<file path="src/rtl/pcm_pkg.sv">
/*
 Constants, types and decode helpers of the program-control core.
 Assumes a 16-bit byte address space and an 8-bit memory data path.
*/
`default_nettype none
package pcm_pkg;
   localparam logic [15:0] VEC_RESET    = 16'h0000;
   localparam logic [15:0] SHORT_TBL    = 16'h0040;
   localparam logic [15:0] OPTION_ADDR  = 16'h0080;
   localparam logic [15:0] PROTECT_ADDR = 16'h0081;
   localparam logic [15:0] ROM_BYTES    = 16'h1000;
   localparam logic [15:0] SFR_BASE     = 16'hFF00;
   localparam logic [15:0] RAM_BASE_SM  = 16'hFE80;
   localparam logic [15:0] RAM_BASE_LG  = 16'hFE00;
   localparam bit          RAM_LARGE    = 1'b1;
   localparam logic [15:0] RAM_BASE     = RAM_LARGE ? RAM_BASE_LG : RAM_BASE_SM;
   localparam logic [7:0]  RAM_OFS_MASK = RAM_LARGE ? 8'hFF : 8'h7F;
   localparam logic [15:0] SP_RESET     = 16'h0000;
   localparam logic [7:0]  FLAGS_RESET  = 8'h02;
   localparam logic [7:0]  FLAGS_FIXMSK = 8'h2E;
   localparam logic [7:0]  FLAGS_FIXVAL = 8'h02;
   localparam int          FL_IE        = 7;
   localparam int          FL_Z         = 6;
   localparam int          FL_AC        = 4;
   localparam int          FL_CY        = 0;
   localparam int          OPT_PORT_BIT = 0;
   localparam int          NUM_IRQ      = 13;
   localparam logic [12:0] MASK_RESET   = 13'h1FFF;
   localparam logic [7:0]  R_CMD        = 8'h00;
   localparam logic [7:0]  R_OPERAND    = 8'h04;
   localparam logic [7:0]  R_NEXT_FETCH = 8'h08;
   localparam logic [7:0]  R_FLAGS      = 8'h0C;
   localparam logic [7:0]  R_STACK      = 8'h10;
   localparam logic [7:0]  R_STATUS     = 8'h14;
   localparam logic [7:0]  R_IRQ_MASK   = 8'h18;
   localparam logic [7:0]  R_OPTION     = 8'h1C;
   localparam logic [7:0]  R_WORK       = 8'h20;

   typedef enum logic [4:0] {
      CMD_NOP, CMD_ADVANCE, CMD_BRANCH_IMM, CMD_BRANCH_REG, CMD_SHORT_CALL,
      CMD_PUSH_FLAGS, CMD_POP_FLAGS, CMD_RETURN_IRQ, CMD_IRQ_DISABLE,
      CMD_IRQ_ENABLE, CMD_ADD, CMD_SUB, CMD_ROTATE, CMD_BIT_LOAD,
      CMD_RAM_READ, CMD_SFR_READ, CMD_RAM_WRITE, CMD_SFR_WRITE
   } pcm_cmd_t;

   typedef enum logic [1:0] {RGN_ROM, RGN_RAM, RGN_SFR, RGN_NONE} pcm_rgn_t;

   typedef struct packed {
      logic       req;
      logic       we;
      pcm_rgn_t   rgn;
      logic [15:0] addr;
      logic [7:0] wdata;
   } pcm_mem_t;

   function automatic pcm_rgn_t region_of(input logic [15:0] a);
      if (a >= SFR_BASE)
         region_of = RGN_SFR;
      else if (a >= RAM_BASE)
         region_of = RGN_RAM;
      else if (a < ROM_BYTES)
         region_of = RGN_ROM;
      else
         region_of = RGN_NONE;
   endfunction

   // Slot 0014H has no source, so no index maps there
   function automatic logic [15:0] vec_of(input logic [3:0] i);
      case (i)
         4'h0:    vec_of = 16'h0006;
         4'h1:    vec_of = 16'h0008;
         4'h2:    vec_of = 16'h000A;
         4'h3:    vec_of = 16'h000C;
         4'h4:    vec_of = 16'h000E;
         4'h5:    vec_of = 16'h0010;
         4'h6:    vec_of = 16'h0012;
         4'h7:    vec_of = 16'h0016;
         4'h8:    vec_of = 16'h0018;
         4'h9:    vec_of = 16'h001A;
         4'hA:    vec_of = 16'h001C;
         4'hB:    vec_of = 16'h001E;
         default: vec_of = 16'h0020;
      endcase
   endfunction
endpackage
`default_nettype wire

</file>
<file path="src/rtl/pcm_core.sv">
/*
 Program-control core: next-fetch address, flag word, stack pointer,
 reset vectoring, interrupt entry and a Wishbone classic register slave.
 Assumes a memory that answers each request with a one-cycle ack.
*/
// Design decisions made here: the register addresses and the Wishbone interface to the registers.
`timescale 1ns/1ps
`default_nettype none
// How it works
// - Reset pin resets; power-on forces reset function
// - Oscillator pins pulled low during reset
// - One linear 64 KB address space
// - Vectors live in 0000H to 0021H
// - Vector low byte even, high byte odd
// - Fixed vector slot per interrupt source
// - Slot 0014H never used for vectoring
// - Short call reads table 0040H-007FH
// - Configuration byte read from 0080H
// - Protection byte read from 0081H
// - RAM 128 or 256 bytes, holds stack
// - Peripheral registers decoded at FF00H-FFFFH
// - Direct modes reach RAM and peripheral window
// - Fetch address advances by instruction length
// - Branch loads immediate or register value
// - Reset loads fetch address from 0000H/0001H
// - Reset sets flag word to 02H
// - Flags pushed and popped on stack
// - Flag bit layout with fixed bits
// - Enable clear blocks all interrupts
// - Enable set defers to source masks
// - Enable cleared by disable and acceptance
// - Zero flag follows zero result
// - Half-carry from bit 3 carry/borrow
// - Carry records overflow, rotate, bit ops
// - Stack pointer predecrement, postincrement
module pcm_core (
   input  wire logic        SYS_CLK_IN,       // 200 MHz clock
   input  wire logic        RST_B_IN,         // Sync reset, active low
   input  wire logic        RESET_PIN_B_IN,   // Shared reset/port pin
   input  wire logic        WB_CYC_IN,        // Bus cycle
   input  wire logic        WB_STB_IN,        // Bus strobe
   input  wire logic        WB_WE_IN,         // Bus write
   input  wire logic [7:0]  WB_ADR_IN,        // Byte address
   input  wire logic [3:0]  WB_SEL_IN,        // Byte lanes
   input  wire logic [31:0] WB_DAT_IN,        // Write data
   output logic      [31:0] WB_DAT_OUT,       // Read data
   output logic             WB_ACK_OUT,       // Bus ack
   output logic             MEM_REQ_OUT,      // Memory request
   output logic             MEM_WE_OUT,       // Memory write
   output logic      [1:0]  MEM_RGN_OUT,      // Address region
   output logic      [15:0] MEM_ADDR_OUT,     // Memory address
   output logic      [7:0]  MEM_WDATA_OUT,    // Memory write data
   input  wire logic [7:0]  MEM_RDATA_IN,     // Memory read data
   input  wire logic        MEM_ACK_IN,       // Memory ack pulse
   input  wire logic [12:0] IRQ_REQ_IN,       // Source requests
   output logic      [12:0] IRQ_ACK_OUT,      // Acceptance pulses
   output logic             OSC_IN_PULLDN_OUT,  // Osc input pulldown
   output logic             OSC_OUT_PULLDN_OUT, // Osc output pulldown
   output logic      [15:0] NEXT_FETCH_OUT,   // Next-fetch address
   output logic      [7:0]  FLAG_WORD_OUT     // Flag word
);
   typedef enum {
      ST_IDLE, ST_VEC_LO, ST_VEC_HI, ST_OPT, ST_PROT, ST_PUSH_PSW,
      ST_PUSH_PCH, ST_PUSH_PCL, ST_POP_PCL, ST_POP_PCH, ST_POP_PSW, ST_DATA
   } pcm_state_t;
   typedef enum {SEQ_BOOT, SEQ_IRQ, SEQ_CALL, SEQ_FLAGS, SEQ_RET} pcm_seq_t;

   pcm_state_t        state_q, state_d;
   pcm_seq_t          seq_q, seq_d;
   pcm_pkg::pcm_mem_t mem_q, mem_d;
   logic [15:0]       pc_q, pc_d;
   logic [15:0]       sp_q, sp_d;
   logic [15:0]       tbl_q, tbl_d;
   logic [15:0]       daddr_q, daddr_d;
   logic              dwe_q, dwe_d;
   logic [15:0]       operand_q, operand_d;
   logic [15:0]       work_q, work_d;
   logic [7:0]        psw_q, psw_d;
   logic [7:0]        save_q, save_d;
   logic [7:0]        opt_q, opt_d;
   logic [7:0]        prot_q, prot_d;
   logic [4:0]        cmd_q, cmd_d;
   logic [12:0]       mask_q, mask_d;
   logic [12:0]       iack_q, iack_d;
   logic              pin_en_q, pin_en_d;
   logic              pulldn_q, pulldn_d;
   logic [2:0]        pin_q, pin_d;
   logic              level_q, level_d;
   logic              ack_q, ack_d;
   logic [31:0]       dat_q, dat_d;

   logic        got, idle, wr, go, pin_rst, found;
   logic [7:0]  a, b, res;
   logic [8:0]  wide;
   logic [3:0]  idx;
   logic [12:0] pend;

   function automatic logic [15:0] merge16(input logic [15:0] old,
                                           input logic [31:0] dat,
                                           input logic [3:0]  sel);
      merge16 = {sel[1] ? dat[15:8] : old[15:8], sel[0] ? dat[7:0] : old[7:0]};
   endfunction

   // Keeps fixed bits constant, used by bus writes and pops
   function automatic logic [7:0] fix_flags(input logic [7:0] v);
      fix_flags = (v & ~pcm_pkg::FLAGS_FIXMSK) | pcm_pkg::FLAGS_FIXVAL;
   endfunction

   function automatic logic [7:0] arith_flags(input logic [7:0] f,
                                              input logic [7:0] x,
                                              input logic [7:0] y,
                                              input logic [8:0] w);
      logic [7:0] t;
      t = f;
      t[pcm_pkg::FL_Z]  = (w[7:0] == 8'h00);
      t[pcm_pkg::FL_AC] = x[4] ^ y[4] ^ w[4];
      t[pcm_pkg::FL_CY] = w[8];
      arith_flags = t;
   endfunction

   always_comb
   begin
      state_d   = state_q;
      seq_d     = seq_q;
      pc_d      = pc_q;
      sp_d      = sp_q;
      tbl_d     = tbl_q;
      daddr_d   = daddr_q;
      dwe_d     = dwe_q;
      operand_d = operand_q;
      work_d    = work_q;
      psw_d     = psw_q;
      save_d    = save_q;
      opt_d     = opt_q;
      prot_d    = prot_q;
      cmd_d     = cmd_q;
      mask_d    = mask_q;
      pin_en_d  = pin_en_q;
      pulldn_d  = pulldn_q;
      iack_d    = 13'h0000;
      dat_d     = 32'h0000_0000;
      a         = operand_q[7:0];
      b         = operand_q[15:8];
      res       = 8'h00;
      wide      = 9'h000;
      idx       = 4'h0;
      found     = 1'b0;
      got       = mem_q.req & MEM_ACK_IN;
      idle      = (state_q == ST_IDLE);
      pin_d     = {pin_q[1:0], RESET_PIN_B_IN};
      level_d   = (pin_q[1] == pin_q[2]) ? pin_q[2] : level_q;
      pin_rst   = pin_en_q & ~level_q;
      ack_d     = WB_CYC_IN & WB_STB_IN & ~ack_q;
      wr        = ack_d & WB_WE_IN;
      go        = wr & idle & ~pin_rst & WB_SEL_IN[0]
                  & ({WB_ADR_IN[7:2], 2'b00} == pcm_pkg::R_CMD);

      // Register reads; unmapped addresses read zero
      if (ack_d & ~WB_WE_IN)
      begin
         if ({WB_ADR_IN[7:2], 2'b00} == pcm_pkg::R_CMD)
            dat_d = {27'h0, cmd_q};
         else if ({WB_ADR_IN[7:2], 2'b00} == pcm_pkg::R_OPERAND)
            dat_d = {16'h0, operand_q};
         else if ({WB_ADR_IN[7:2], 2'b00} == pcm_pkg::R_NEXT_FETCH)
            dat_d = {16'h0, pc_q};
         else if ({WB_ADR_IN[7:2], 2'b00} == pcm_pkg::R_FLAGS)
            dat_d = {24'h0, psw_q};
         else if ({WB_ADR_IN[7:2], 2'b00} == pcm_pkg::R_STACK)
            dat_d = {16'h0, sp_q};
         else if ({WB_ADR_IN[7:2], 2'b00} == pcm_pkg::R_STATUS)
            dat_d = {28'h0, pulldn_q, pin_en_q, level_q, ~idle};
         else if ({WB_ADR_IN[7:2], 2'b00} == pcm_pkg::R_IRQ_MASK)
            dat_d = {19'h0, mask_q};
         else if ({WB_ADR_IN[7:2], 2'b00} == pcm_pkg::R_OPTION)
            dat_d = {16'h0, prot_q, opt_q};
         else if ({WB_ADR_IN[7:2], 2'b00} == pcm_pkg::R_WORK)
            dat_d = {16'h0, work_q};
      end

      // Next-fetch, stack and flags may only be written while no sequence runs; operand and mask at any time
      if (wr)
      begin
         if ({WB_ADR_IN[7:2], 2'b00} == pcm_pkg::R_OPERAND)
            operand_d = merge16(operand_q, WB_DAT_IN, WB_SEL_IN);
         else if ({WB_ADR_IN[7:2], 2'b00} == pcm_pkg::R_IRQ_MASK)
            mask_d = 13'(merge16({3'b000, mask_q}, WB_DAT_IN, WB_SEL_IN));
         else if (idle && {WB_ADR_IN[7:2], 2'b00} == pcm_pkg::R_NEXT_FETCH)
            pc_d = merge16(pc_q, WB_DAT_IN, WB_SEL_IN);
         else if (idle && {WB_ADR_IN[7:2], 2'b00} == pcm_pkg::R_STACK)
            sp_d = merge16(sp_q, WB_DAT_IN, WB_SEL_IN);
         else if (idle && WB_SEL_IN[0] && {WB_ADR_IN[7:2], 2'b00} == pcm_pkg::R_FLAGS)
            psw_d = fix_flags(WB_DAT_IN[7:0]);
      end

      pend = IRQ_REQ_IN & ~mask_q;
      for (int i = pcm_pkg::NUM_IRQ - 1; i >= 0; i--)
      begin
         if (pend[i])
         begin
            found = 1'b1;
            idx   = 4'(i);
         end
      end

      if (go)
      begin
         cmd_d = WB_DAT_IN[4:0];
         case (pcm_pkg::pcm_cmd_t'(WB_DAT_IN[4:0]))
            pcm_pkg::CMD_ADVANCE:
               pc_d = pc_q + {13'h0000, operand_q[2:0]};
            pcm_pkg::CMD_BRANCH_IMM:
               pc_d = operand_q;
            pcm_pkg::CMD_BRANCH_REG:
               pc_d = work_q;
            pcm_pkg::CMD_SHORT_CALL:
            begin
               pc_d    = pc_q + 16'h0001;
               sp_d    = sp_q - 16'h0001;
               tbl_d   = pcm_pkg::SHORT_TBL | {10'h000, operand_q[4:0], 1'b0};
               seq_d   = SEQ_CALL;
               state_d = ST_PUSH_PCH;
            end
            pcm_pkg::CMD_PUSH_FLAGS:
            begin
               save_d  = psw_q;
               sp_d    = sp_q - 16'h0001;
               seq_d   = SEQ_FLAGS;
               state_d = ST_PUSH_PSW;
            end
            pcm_pkg::CMD_POP_FLAGS:
            begin
               seq_d   = SEQ_FLAGS;
               state_d = ST_POP_PSW;
            end
            pcm_pkg::CMD_RETURN_IRQ:
            begin
               seq_d   = SEQ_RET;
               state_d = ST_POP_PCL;
            end
            pcm_pkg::CMD_IRQ_DISABLE:
               psw_d[pcm_pkg::FL_IE] = 1'b0;
            pcm_pkg::CMD_IRQ_ENABLE:
               psw_d[pcm_pkg::FL_IE] = 1'b1;
            pcm_pkg::CMD_ADD:
            begin
               wide   = {1'b0, a} + {1'b0, b};
               psw_d  = arith_flags(psw_q, a, b, wide);
               work_d = {work_q[15:8], wide[7:0]};
            end
            pcm_pkg::CMD_SUB:
            begin
               wide   = {1'b0, a} - {1'b0, b};
               psw_d  = arith_flags(psw_q, a, b, wide);
               work_d = {work_q[15:8], wide[7:0]};
            end
            pcm_pkg::CMD_ROTATE:
            begin
               res                    = {a[6:0], a[7]};
               psw_d[pcm_pkg::FL_CY]  = a[7];
               work_d                 = {work_q[15:8], res};
            end
            pcm_pkg::CMD_BIT_LOAD:
               psw_d[pcm_pkg::FL_CY] = a[b[2:0]];
            pcm_pkg::CMD_RAM_READ, pcm_pkg::CMD_RAM_WRITE:
            begin
               daddr_d = pcm_pkg::RAM_BASE | {8'h00, a & pcm_pkg::RAM_OFS_MASK};
               dwe_d   = (WB_DAT_IN[4:0] == 5'(pcm_pkg::CMD_RAM_WRITE));
               state_d = ST_DATA;
            end
            pcm_pkg::CMD_SFR_READ, pcm_pkg::CMD_SFR_WRITE:
            begin
               daddr_d = pcm_pkg::SFR_BASE | {8'h00, a};
               dwe_d   = (WB_DAT_IN[4:0] == 5'(pcm_pkg::CMD_SFR_WRITE));
               state_d = ST_DATA;
            end
            default:
               cmd_d = WB_DAT_IN[4:0];
         endcase
      end
      else if (idle && !pin_rst && psw_q[pcm_pkg::FL_IE] && found)
      begin
         iack_d[idx]           = 1'b1;
         save_d                = psw_q;
         psw_d[pcm_pkg::FL_IE] = 1'b0;
         sp_d                  = sp_q - 16'h0001;
         tbl_d                 = pcm_pkg::vec_of(idx);
         seq_d                 = SEQ_IRQ;
         state_d               = ST_PUSH_PSW;
      end

      if (got)
      begin
         case (state_q)
            ST_PUSH_PSW:
               if (seq_q == SEQ_IRQ)
               begin
                  sp_d    = sp_q - 16'h0001;
                  state_d = ST_PUSH_PCH;
               end
               else
                  state_d = ST_IDLE;
            ST_PUSH_PCH:
            begin
               sp_d    = sp_q - 16'h0001;
               state_d = ST_PUSH_PCL;
            end
            ST_PUSH_PCL:
               state_d = ST_VEC_LO;
            ST_VEC_LO:
            begin
               pc_d[7:0] = MEM_RDATA_IN;
               state_d   = ST_VEC_HI;
            end
            ST_VEC_HI:
            begin
               pc_d[15:8] = MEM_RDATA_IN;
               state_d    = (seq_q == SEQ_BOOT) ? ST_OPT : ST_IDLE;
            end
            ST_OPT:
            begin
               opt_d    = MEM_RDATA_IN;
               pin_en_d = ~MEM_RDATA_IN[pcm_pkg::OPT_PORT_BIT];
               pulldn_d = 1'b0;
               state_d  = ST_PROT;
            end
            ST_PROT:
            begin
               prot_d  = MEM_RDATA_IN;
               state_d = ST_IDLE;
            end
            ST_POP_PCL:
            begin
               pc_d[7:0] = MEM_RDATA_IN;
               sp_d      = sp_q + 16'h0001;
               state_d   = ST_POP_PCH;
            end
            ST_POP_PCH:
            begin
               pc_d[15:8] = MEM_RDATA_IN;
               sp_d       = sp_q + 16'h0001;
               state_d    = ST_POP_PSW;
            end
            ST_POP_PSW:
            begin
               psw_d   = fix_flags(MEM_RDATA_IN);
               sp_d    = sp_q + 16'h0001;
               state_d = ST_IDLE;
            end
            ST_DATA:
            begin
               if (!dwe_q)
                  work_d = {work_q[7:0], MEM_RDATA_IN};
               state_d = ST_IDLE;
            end
            default:
               state_d = ST_IDLE;
         endcase
      end

      // Pin reset restarts the boot sequence while held
      if (pin_rst)
      begin
         state_d  = ST_VEC_LO;
         seq_d    = SEQ_BOOT;
         tbl_d    = pcm_pkg::VEC_RESET;
         psw_d    = pcm_pkg::FLAGS_RESET;
         pulldn_d = 1'b1;
         iack_d   = 13'h0000;
      end

      mem_d       = '0;
      mem_d.addr  = mem_q.addr;
      mem_d.req   = (state_d != ST_IDLE);
      case (state_d)
         ST_PUSH_PSW:
         begin
            mem_d.we    = 1'b1;
            mem_d.addr  = sp_d;
            mem_d.wdata = save_d;
         end
         ST_PUSH_PCH:
         begin
            mem_d.we    = 1'b1;
            mem_d.addr  = sp_d;
            mem_d.wdata = pc_d[15:8];
         end
         ST_PUSH_PCL:
         begin
            mem_d.we    = 1'b1;
            mem_d.addr  = sp_d;
            mem_d.wdata = pc_d[7:0];
         end
         ST_POP_PCL, ST_POP_PCH, ST_POP_PSW:
            mem_d.addr = sp_d;
         ST_VEC_LO:
            mem_d.addr = tbl_d;
         ST_VEC_HI:
            mem_d.addr = tbl_d + 16'h0001;
         ST_OPT:
            mem_d.addr = pcm_pkg::OPTION_ADDR;
         ST_PROT:
            mem_d.addr = pcm_pkg::PROTECT_ADDR;
         ST_DATA:
         begin
            mem_d.we    = dwe_d;
            mem_d.addr  = daddr_d;
            mem_d.wdata = b;
         end
         default:
            mem_d.req = 1'b0;
      endcase
      // One idle cycle after each ack keeps requests distinct
      if (got || pin_rst)
         mem_d.req = 1'b0;
      mem_d.rgn = pcm_pkg::region_of(mem_d.addr);
   end

   always_ff @(posedge SYS_CLK_IN)
   begin
      if (!RST_B_IN)
      begin
         state_q   <= ST_VEC_LO;
         seq_q     <= SEQ_BOOT;
         mem_q     <= '0;
         pc_q      <= 16'h0000;
         sp_q      <= pcm_pkg::SP_RESET;
         tbl_q     <= pcm_pkg::VEC_RESET;
         daddr_q   <= 16'h0000;
         dwe_q     <= 1'b0;
         operand_q <= 16'h0000;
         work_q    <= 16'h0000;
         psw_q     <= pcm_pkg::FLAGS_RESET;
         save_q    <= 8'h00;
         opt_q     <= 8'h00;
         prot_q    <= 8'h00;
         cmd_q     <= 5'h00;
         mask_q    <= pcm_pkg::MASK_RESET;
         iack_q    <= 13'h0000;
         pin_en_q  <= 1'b1;
         pulldn_q  <= 1'b1;
         pin_q     <= 3'b111;
         level_q   <= 1'b1;
         ack_q     <= 1'b0;
         dat_q     <= 32'h0000_0000;
      end
      else
      begin
         state_q   <= state_d;
         seq_q     <= seq_d;
         mem_q     <= mem_d;
         pc_q      <= pc_d;
         sp_q      <= sp_d;
         tbl_q     <= tbl_d;
         daddr_q   <= daddr_d;
         dwe_q     <= dwe_d;
         operand_q <= operand_d;
         work_q    <= work_d;
         psw_q     <= psw_d;
         save_q    <= save_d;
         opt_q     <= opt_d;
         prot_q    <= prot_d;
         cmd_q     <= cmd_d;
         mask_q    <= mask_d;
         iack_q    <= iack_d;
         pin_en_q  <= pin_en_d;
         pulldn_q  <= pulldn_d;
         pin_q     <= pin_d;
         level_q   <= level_d;
         ack_q     <= ack_d;
         dat_q     <= dat_d;
      end
   end

   assign WB_DAT_OUT         = dat_q;
   assign WB_ACK_OUT         = ack_q;
   assign MEM_REQ_OUT        = mem_q.req;
   assign MEM_WE_OUT         = mem_q.we;
   assign MEM_RGN_OUT        = mem_q.rgn;
   assign MEM_ADDR_OUT       = mem_q.addr;
   assign MEM_WDATA_OUT      = mem_q.wdata;
   assign IRQ_ACK_OUT        = iack_q;
   assign OSC_IN_PULLDN_OUT  = pulldn_q;
   assign OSC_OUT_PULLDN_OUT = pulldn_q;
   assign NEXT_FETCH_OUT     = pc_q;
   assign FLAG_WORD_OUT      = psw_q;
endmodule
`default_nettype wire

</file>
<file path="config.mk">
export PLATFORM = sky130hd
export DESIGN_NAME = pcm_core
export DESIGN_NICKNAME = d
export VERILOG_FILES = /design/src/rtl/pcm_pkg.sv /design/src/rtl/pcm_core.sv
export SDC_FILE = /design/constraint.sdc
export NUM_CORES = 1
export LEC_CHECK = 0
export ABC_CLOCK_PERIOD_IN_PS = 12900
export BUFFER_PORTS_ARGS = -buffer_cell sky130_fd_sc_hd__buf_2
export CAP_MARGIN = 30
export CORE_MARGIN = 5
export CORE_UTILIZATION = 45
export DETAILED_ROUTE_END_ITERATION = 12
export PLACE_DENSITY = 0.72
export SLEW_MARGIN = 20
export SYNTH_ARGS = -nofsm -noshare
export SYNTH_HDL_FRONTEND = slang
export SYNTH_SLANG_ARGS = --single-unit
</file>
<file path="constraint.sdc">
create_clock -name SYS_CLK_IN -period 12.9 [get_ports SYS_CLK_IN]
set_input_delay 2.58 -clock SYS_CLK_IN [delete_from_list [all_inputs] [get_ports SYS_CLK_IN]]
set_output_delay 2.58 -clock SYS_CLK_IN [all_outputs]
set_load 0.01 [all_outputs]
</file>
==> impl_metrics.csv, run 1 <==
group,metric,value,unit
worst_setup_path,crit_family,"simple AND/OR/NAND/NOR gates",
worst_setup_path,critical_path_arrival,7.90,ns
sta,tns,0,ns
finish,stdcell_count,2377,
finish,multi_input_area,8900,um2
cts,post_cts_buffers,0,
worst_setup_path,required,13.28,ns
finish,regArea,4920,um2
cts,cts-resized-gates,0,
floorplan,row_count,65,
sta,slew_viol_final,0,
worst_setup_path,worstSetupStartpointType,"input port",
min_path,min_path_cells,1,
worst_setup_path,crit_slowest_cell,"or4_1",
synth,synth.distinct_cells,92,
power,ir_drop,0.0000922,V
cts,insertion_delay,0.56,ns
worst_setup_path,rr_worst_depth,15,
floorplan,floorplan.die_area,35800,um2
routing,avgViaCountPerCell,6.43,
synth,synth_area_per_cell,7.72,um2
global_routing,grt_pass1_wl,88100,um
floorplan,io-pin-count,172,
sta,slew_headroom,0.312,
floorplan,initial_core_util,0.457,
finish,syn_to_final_growth,12.9,%
placed_design,dp.cells,2327,
worst_setup_path,path_class,"in -> reg",
cts,h-tree-depth,1,
worst_setup_path,r2r_end,"MEM_RGN_OUT[1]$_SDFF_PN0_",
sta,clock_skew,0.0152,ns
routing,ant_nets,0,
cts,cts_hold_buf,0,
synth,synth_warnings,0,
cts,clockBufferDepth,3,
min_path,min_to,"pin_q[1]$_SDFF_PN1_",
finish,layout_commonest_cell,"dfxtp_1",
worst_setup_path,cpPeakStageDelay,0.86,ns
sta,period_minus_slack,7.52,ns
worst_setup_path,r2r_start,"state_q[0]$_SDFF_PN1_",
outcome,status,"complete, no violations",
worst_setup_path,end_kind,"flop",
global_routing,overflow,0,
routing,drc_errors,0,
global_routing,grt_antenna_before_repair,1,
sta,worst_hold_slack,0.433,ns
floorplan,fp.dieH,189,um
sta,setup_ws,5.38,ns
sta,period_share,0.583,
finish,drive_gt1_frac,0.130,
finish,layout_common_cells,"dfxtp_1 (246), nor2_1 (226), nand2_1 (222), a21oi_1 (153), buf_2 (136)",
placed_design,dp_hpwl,43600,um
placed_design,dp_slack,4.99,ns
floorplan,core,31600,um2
worst_setup_path,crit_chain,"buf_2 -> nor2_1 -> nand4_1 -> or4_1 -> nor2_1 -> o311ai_0 -> a31o_2 -> inv_1 -> ha_1 -> o311ai_0 -> or4b_1 -> nor3_1 -> mux2_2 -> o22a_1 -> o41ai_1 -> a41oi_1",
global_routing,grt_usage,0.316,
finish,fillers,3101,
cts,numCtsBuffers,27,
synth,synthCells,1872,
synth,synthFlopType,"dfxtp_1",
min_path,min_path_type,"reg -> reg",
min_path,worstHoldStart,"pin_q[0]$_SDFF_PN1_",
floorplan,die_w,189,um
routing,vias,15300,
worst_setup_path,r2r_slack,6.85,ns
sta,rsz0062_at_grt,"no",
cts,cts_tree,"built",
cts,clk_pin_slew,0.06,ns
synth,synth_edf_count,0,
sta,setup_violations,0,
sta,hold_viol_final,0,
worst_setup_path,path_max_fanout,33,
power,cellPowerDensity,107,nW/um2
placed_design,gp_congestion,1.01,
synth,syn_area,14500,um2
power,leakage,0.00659,uW
synth,async_flop_share,0,
sta,tightest_slew,1.03,ns
routing,routed_wl,59000,um
global_routing,grt_pass1_vias,14000,
synth,ys_ff_latch,246,
cts,cts.sinks,246,
routing,drt-wirelength-per-cell,24.8,um
routing,first_pass_iters,9,
run,maxCapViolations,0,
power,power.total,1750,uW
placed_design,io_buffers,135,
worst_setup_path,worst-path-buf-inv,2,
cts,cts_root_buf,"clkbuf_16",
sta,fmax,133,MHz
routing,drt-initial-drc-count,2450,
global_routing,grt_max_degree,85,
synth,seq_area_frac_synth,0.341,
finish,nets,2056,
-- cells in the mapped netlist (14+ instances only) --
cell type	instances	area (um2)
and3_1	19	119
mux2i_1	73	731
nand3_1	53	265
a22oi_1	30	225
nand2_1	222	833
ha_1	26	325
buf_4	17	128
o21ai_0	96	480
a221oi_1	15	131
dfxtp_1	246	4920
nand4_1	16	100
nand2b_1	30	188
nor4_1	33	206
nor2_1	226	848
a31oi_1	23	144
xnor2_1	21	184
clkbuf_1	95	357
nor2b_1	17	106
inv_1	45	169
o211ai_1	14	105
a21oi_1	153	766
and2_1	81	507
o22ai_1	23	144
nor3_1	49	245
xor2_1	28	245
-- state kept, by name, indices dropped and copies added, names as in the netlist, 13 cells and up --
signal,flops
state_q,32
operand_q,16
NEXT_FETCH_OUT,16
IRQ_ACK_OUT,13
daddr_q,16
WB_DAT_OUT,16
mask_q,13
sp_q,16
tbl_q,16
work_q,16
MEM_ADDR_OUT,16
-- kinds of logic after synthesis --
family,synth area share
AOI/OAI and AO/OA,0.216
xor gates and xnor gates,0.0297
adders and majority gates,0.0267
buffers and inverters,0.0499
DFF,0.341
muxes,0.0622
other,0.000259
and+or+nand+nor,0.275
-- metal layers --
| metal | part of all wire | GRT usage | vias up | wire [um] |
|---|---|---|---|---|
| li1 | - | - | 6864 | - |
| met1 | 0.41 | 0.457 | 7192 | 24300 |
| met2 | 0.41 | 0.460 | 1032 | 24200 |
| met3 | 0.12 | 0.0542 | 203 | 7110 |
| met4 | 0.056 | 0.142 | 0 | 3310 |
| met5 | 0 | 0 | - | 0 |
-- worst max-delay path by stage --
stage / start / to / cells after the start
after floorplan: WB_ADR_IN[5] / MEM_RGN_OUT[1]$_SDFF_PN0_ / 17
after global placement: WB_ADR_IN[5] / MEM_RGN_OUT[1]$_SDFF_PN0_ / 14
after detailed placement: WB_ADR_IN[2] / MEM_RGN_OUT[1]$_SDFF_PN0_ / 16
after CTS: WB_ADR_IN[2] / MEM_RGN_OUT[1]$_SDFF_PN0_ / 16
after global routing: WB_ADR_IN[2] / MEM_RGN_OUT[1]$_SDFF_PN0_ / 16
final: WB_ADR_IN[2] / MEM_RGN_OUT[1]$_SDFF_PN0_ / 16
-- stage by stage --
stage / instance area [um2] / util
3_3_place_gp: 15400 / 0.486
3_5_place_dp: 15400 / 0.487
4_1_cts: 16300 / 0.516
2_1_floorplan: 14500 / -
5_1_grt: 16300 / 0.516
6_report: 16300 / 0.516
-- power breakdown --
| group | internal [uW] | switching (uW) |
|---|---|---|
| clock network | 473 | 341 |
| registers | 768 | 11.4 |
| logic | 45.0 | 115 |
| total | 1290 | 468 |
-- area by class of cell --
cell class                      count  share of cell area
Sequential cell                   246               0.302
Clock inverter                     16              0.0129
Tap cell                          402              0.0308
Inverter                           47              0.0109
Clock buffer                       32              0.0432
Multi-Input combinational cell   1468               0.545
Timing Repair Buffer              165              0.0551
Antenna cell                        1            0.000153
No activity file was read; power rests on OpenSTA's default activity.
==> run 2: changes to the inputs <==
--- a/config.mk
+++ b/config.mk
@@ -5,7 +5,7 @@
 export SDC_FILE = /design/constraint.sdc
 export NUM_CORES = 1
 export LEC_CHECK = 0
-export ABC_CLOCK_PERIOD_IN_PS = 12900
+export ABC_CLOCK_PERIOD_IN_PS = 7200
 export BUFFER_PORTS_ARGS = -buffer_cell sky130_fd_sc_hd__buf_2
 export CAP_MARGIN = 30
 export CORE_MARGIN = 5
==> constraint.sdc (replaced) <==
create_clock -name SYS_CLK_IN -period 7.2 [get_ports SYS_CLK_IN]
set_input_delay 1.44 -clock SYS_CLK_IN [delete_from_list [all_inputs] [get_ports SYS_CLK_IN]]
set_output_delay 1.44 -clock SYS_CLK_IN [all_outputs]
set_load 0.01 [all_outputs]
==> run 2 against run 1 <==
  * Clock-buffer cell count down 2
  * Wire length up 0.51%
  * First-iteration DRC count down 5.1%
  * Die area unchanged
  * Combinational power up 81%
  * Critical endpoint unchanged
  * Largest cell class unchanged
==> impl_metrics.csv, run 2 (synthesis gave the netlist of run 1 again) <==
group,metric,value,unit
outcome,status,"complete, no violations",
min_path,worstHoldStart,"pin_q[0]$_SDFF_PN1_",
global_routing,grt_usage,0.316,
floorplan,initial_core_util,0.457,
worst_setup_path,r2r_end,"MEM_RGN_OUT[1]$_SDFF_PN0_",
power,leakage,0.00664,uW
routing,vias,15300,
worst_setup_path,cpPeakStageDelay,0.74,ns
global_routing,grtUsageMet1,0.448,
finish,top_register,"state_q",
routing,ant_nets,0,
floorplan,floorplan.die_area,35800,um2
power,switching_share,0.271,
global_routing,gr-usage-met2,0.455,
sta,setup_ws,1.38,ns
worst_setup_path,r2r_slack,1.71,ns
worst_setup_path,cpMostUsedCell,"nor3_1",
worst_setup_path,crit_slowest_cell,"or4_1",
power,pwr-share-clk,0.472,
power,ir_drop,0.000176,V
sta,period_share,0.809,
sta,tns,0,ns
cts,numCtsBuffers,27,
placed_design,io_buffers,135,
placed_design,placed_area,15400,um2
worst_setup_path,path_max_fanout,8,
finish,layout_commonest_cell,"dfxtp_1",
sta,hold_viol_final,0,
routing,first_pass_iters,7,
floorplan,die_w,189,um
sta,slew_viol_final,0,
finish,nets,2061,
min_path,min_to,"pin_q[1]$_SDFF_PN1_",
power,p_comb_frac,0.091,
cts,post_cts_buffers,0,
cts,clk_pin_slew,0.07,ns
worst_setup_path,r2r_start,"state_q[4]$_SDFF_PN0_",
global_routing,grt_pass1_wl,88000,um
sta,tightest_slew,0.993,ns
min_path,min_path_cells,1,
cts,cts_tree,"built",
finish,drive_gt1_frac,0.134,
placed_design,dp_slack,0.958,ns
global_routing,busiest_layer,"met2",
routing,drc_errors,0,
cts,insertion_delay,0.57,ns
global_routing,grt_antenna_before_repair,2,
routing,drt-wirelength-per-cell,24.8,um
global_routing,grt_use_met3,0.0690,
worst_setup_path,required,7.60,ns
finish,fillers,3102,
finish,fin_area,16400,um2
sta,setup_violations,0,
cts,cts-resized-gates,0,
sta,fmax,172,MHz
placed_design,gp_congestion,1.02,
finish,largest_reg_flops,32,
min_path,min_path_type,"reg -> reg",
worst_setup_path,worstSetupStartpointType,"input port",
cts,cts_root_buf,"clkbuf_16",
sta,period_minus_slack,5.82,ns
floorplan,io-pin-count,172,
run,maxCapViolations,0,
worst_setup_path,end_kind,"flop",
global_routing,grt_pass1_vias,14100,
power,p_int,2330,uW
cts,clockBufferDepth,3,
routing,avgViaCountPerCell,6.42,
worst_setup_path,path_class,"in -> reg",
floorplan,core,31600,um2
power,switchingPower,864,uW
placed_design,dp_hpwl,44200,um
cts,h-tree-depth,1,
routing,routed_wl,59300,um
power,cellPowerDensity,194,nW/um2
global_routing,overflow,0,
cts,cts_hold_buf,0,
routing,drt-initial-drc-count,2324,
floorplan,row_count,65,
floorplan,fp.dieH,189,um
worst_setup_path,rr_worst_depth,16,
finish,syn_to_final_growth,13.6,%
worst_setup_path,critical_path_arrival,6.22,ns
sta,clock_skew,0.0219,ns
worst_setup_path,crit_chain,"buf_2 -> or4_1 -> nor4_4 -> nor4_2 -> nor3_1 -> buf_4 -> and2_1 -> ha_1 -> o311ai_0 -> or4b_1 -> nor3_1 -> mux2_2 -> o22a_1 -> o41ai_1 -> a41oi_1",
sta,rsz0062_at_grt,"no",
finish,layout_common_cells,"dfxtp_1 (246), nor2_1 (226), nand2_1 (222), a21oi_1 (153), buf_2 (136)",
global_routing,grt_max_degree,62,
power,share_seq_of_total_power,0.438,
sta,slew_headroom,0.335,
cts,cts.sinks,246,
## run 2: cell type report
| cell class | instances | area [um2] | area share |
|---|---|---|---|
| Timing Repair Buffer | 170 | 948 | 0.0577 |
| Antenna cell | 2 | 5.00 | 0.000305 |
| Sequential cell | 246 | 4920 | 0.300 |
| Inverter | 47 | 178 | 0.0108 |
| Clock inverter | 20 | 259 | 0.0158 |
| Multi-Input combinational cell | 1468 | 8900 | 0.542 |
| Clock buffer | 30 | 707 | 0.0430 |
| Tap cell | 402 | 503 | 0.0306 |
## run 2: stage by stage
stage / hold slack, ns / utilization / power [uW] / instances
after floorplan: 0.386 / - / 1600 / 1887
after global placement: 0.409 / 0.488 / 1700 / 2331
after detailed placement: 0.400 / 0.488 / 1700 / 2332
after CTS: 0.415 / 0.518 / 3200 / 2382
after global routing: 0.437 / 0.519 / 3290 / 2385
final: 0.411 / 0.519 / 3190 / 2385
## run 2: critical path: cells and delay by family
kind / cells / cell delay (ns)
AOI/OAI and AO/OA: 4 / 0.89
muxes: 1 / 0.38
buffers and inverters: 2 / 0.36
and+or+nand+nor: 7 / 2.88
adders and majority gates: 1 / 0.27
## run 2: worst max-delay path by stage
stage                            start                        end  slack (ns)  cells past startpoint
after floorplan           WB_ADR_IN[5]  MEM_RGN_OUT[1]$_SDFF_PN0_        1.47                     17
after global placement    WB_ADR_IN[5]  MEM_RGN_OUT[1]$_SDFF_PN0_        0.95                     15
after detailed placement  WB_ADR_IN[5]  MEM_RGN_OUT[1]$_SDFF_PN0_        0.96                     15
after CTS                 WB_ADR_IN[5]  MEM_RGN_OUT[1]$_SDFF_PN0_        1.53                     15
after global routing      WB_ADR_IN[2]  MEM_RGN_OUT[1]$_SDFF_PN0_        1.20                     16
final                     WB_ADR_IN[5]  MEM_RGN_OUT[1]$_SDFF_PN0_        1.38                     15
## run 2: power groups by stage
| stage | Sequential (uW) | Combinational [uW] | Clock [uW] |
|---|---|---|---|
| floorplan | 1420 | 174 | 0 |
| global placement | 1430 | 276 | 0 |
| detailed placement | 1430 | 278 | 0 |
| CTS | 1400 | 279 | 1520 |
| global route | 1400 | 307 | 1590 |
| finish | 1400 | 289 | 1510 |
## run 2: routing by layer
layer	vias up	wire (um)
met5	-	0
met4	0	3490
met3	190	7660
met2	1055	24200
met1	7191	24000
li1	6882	-
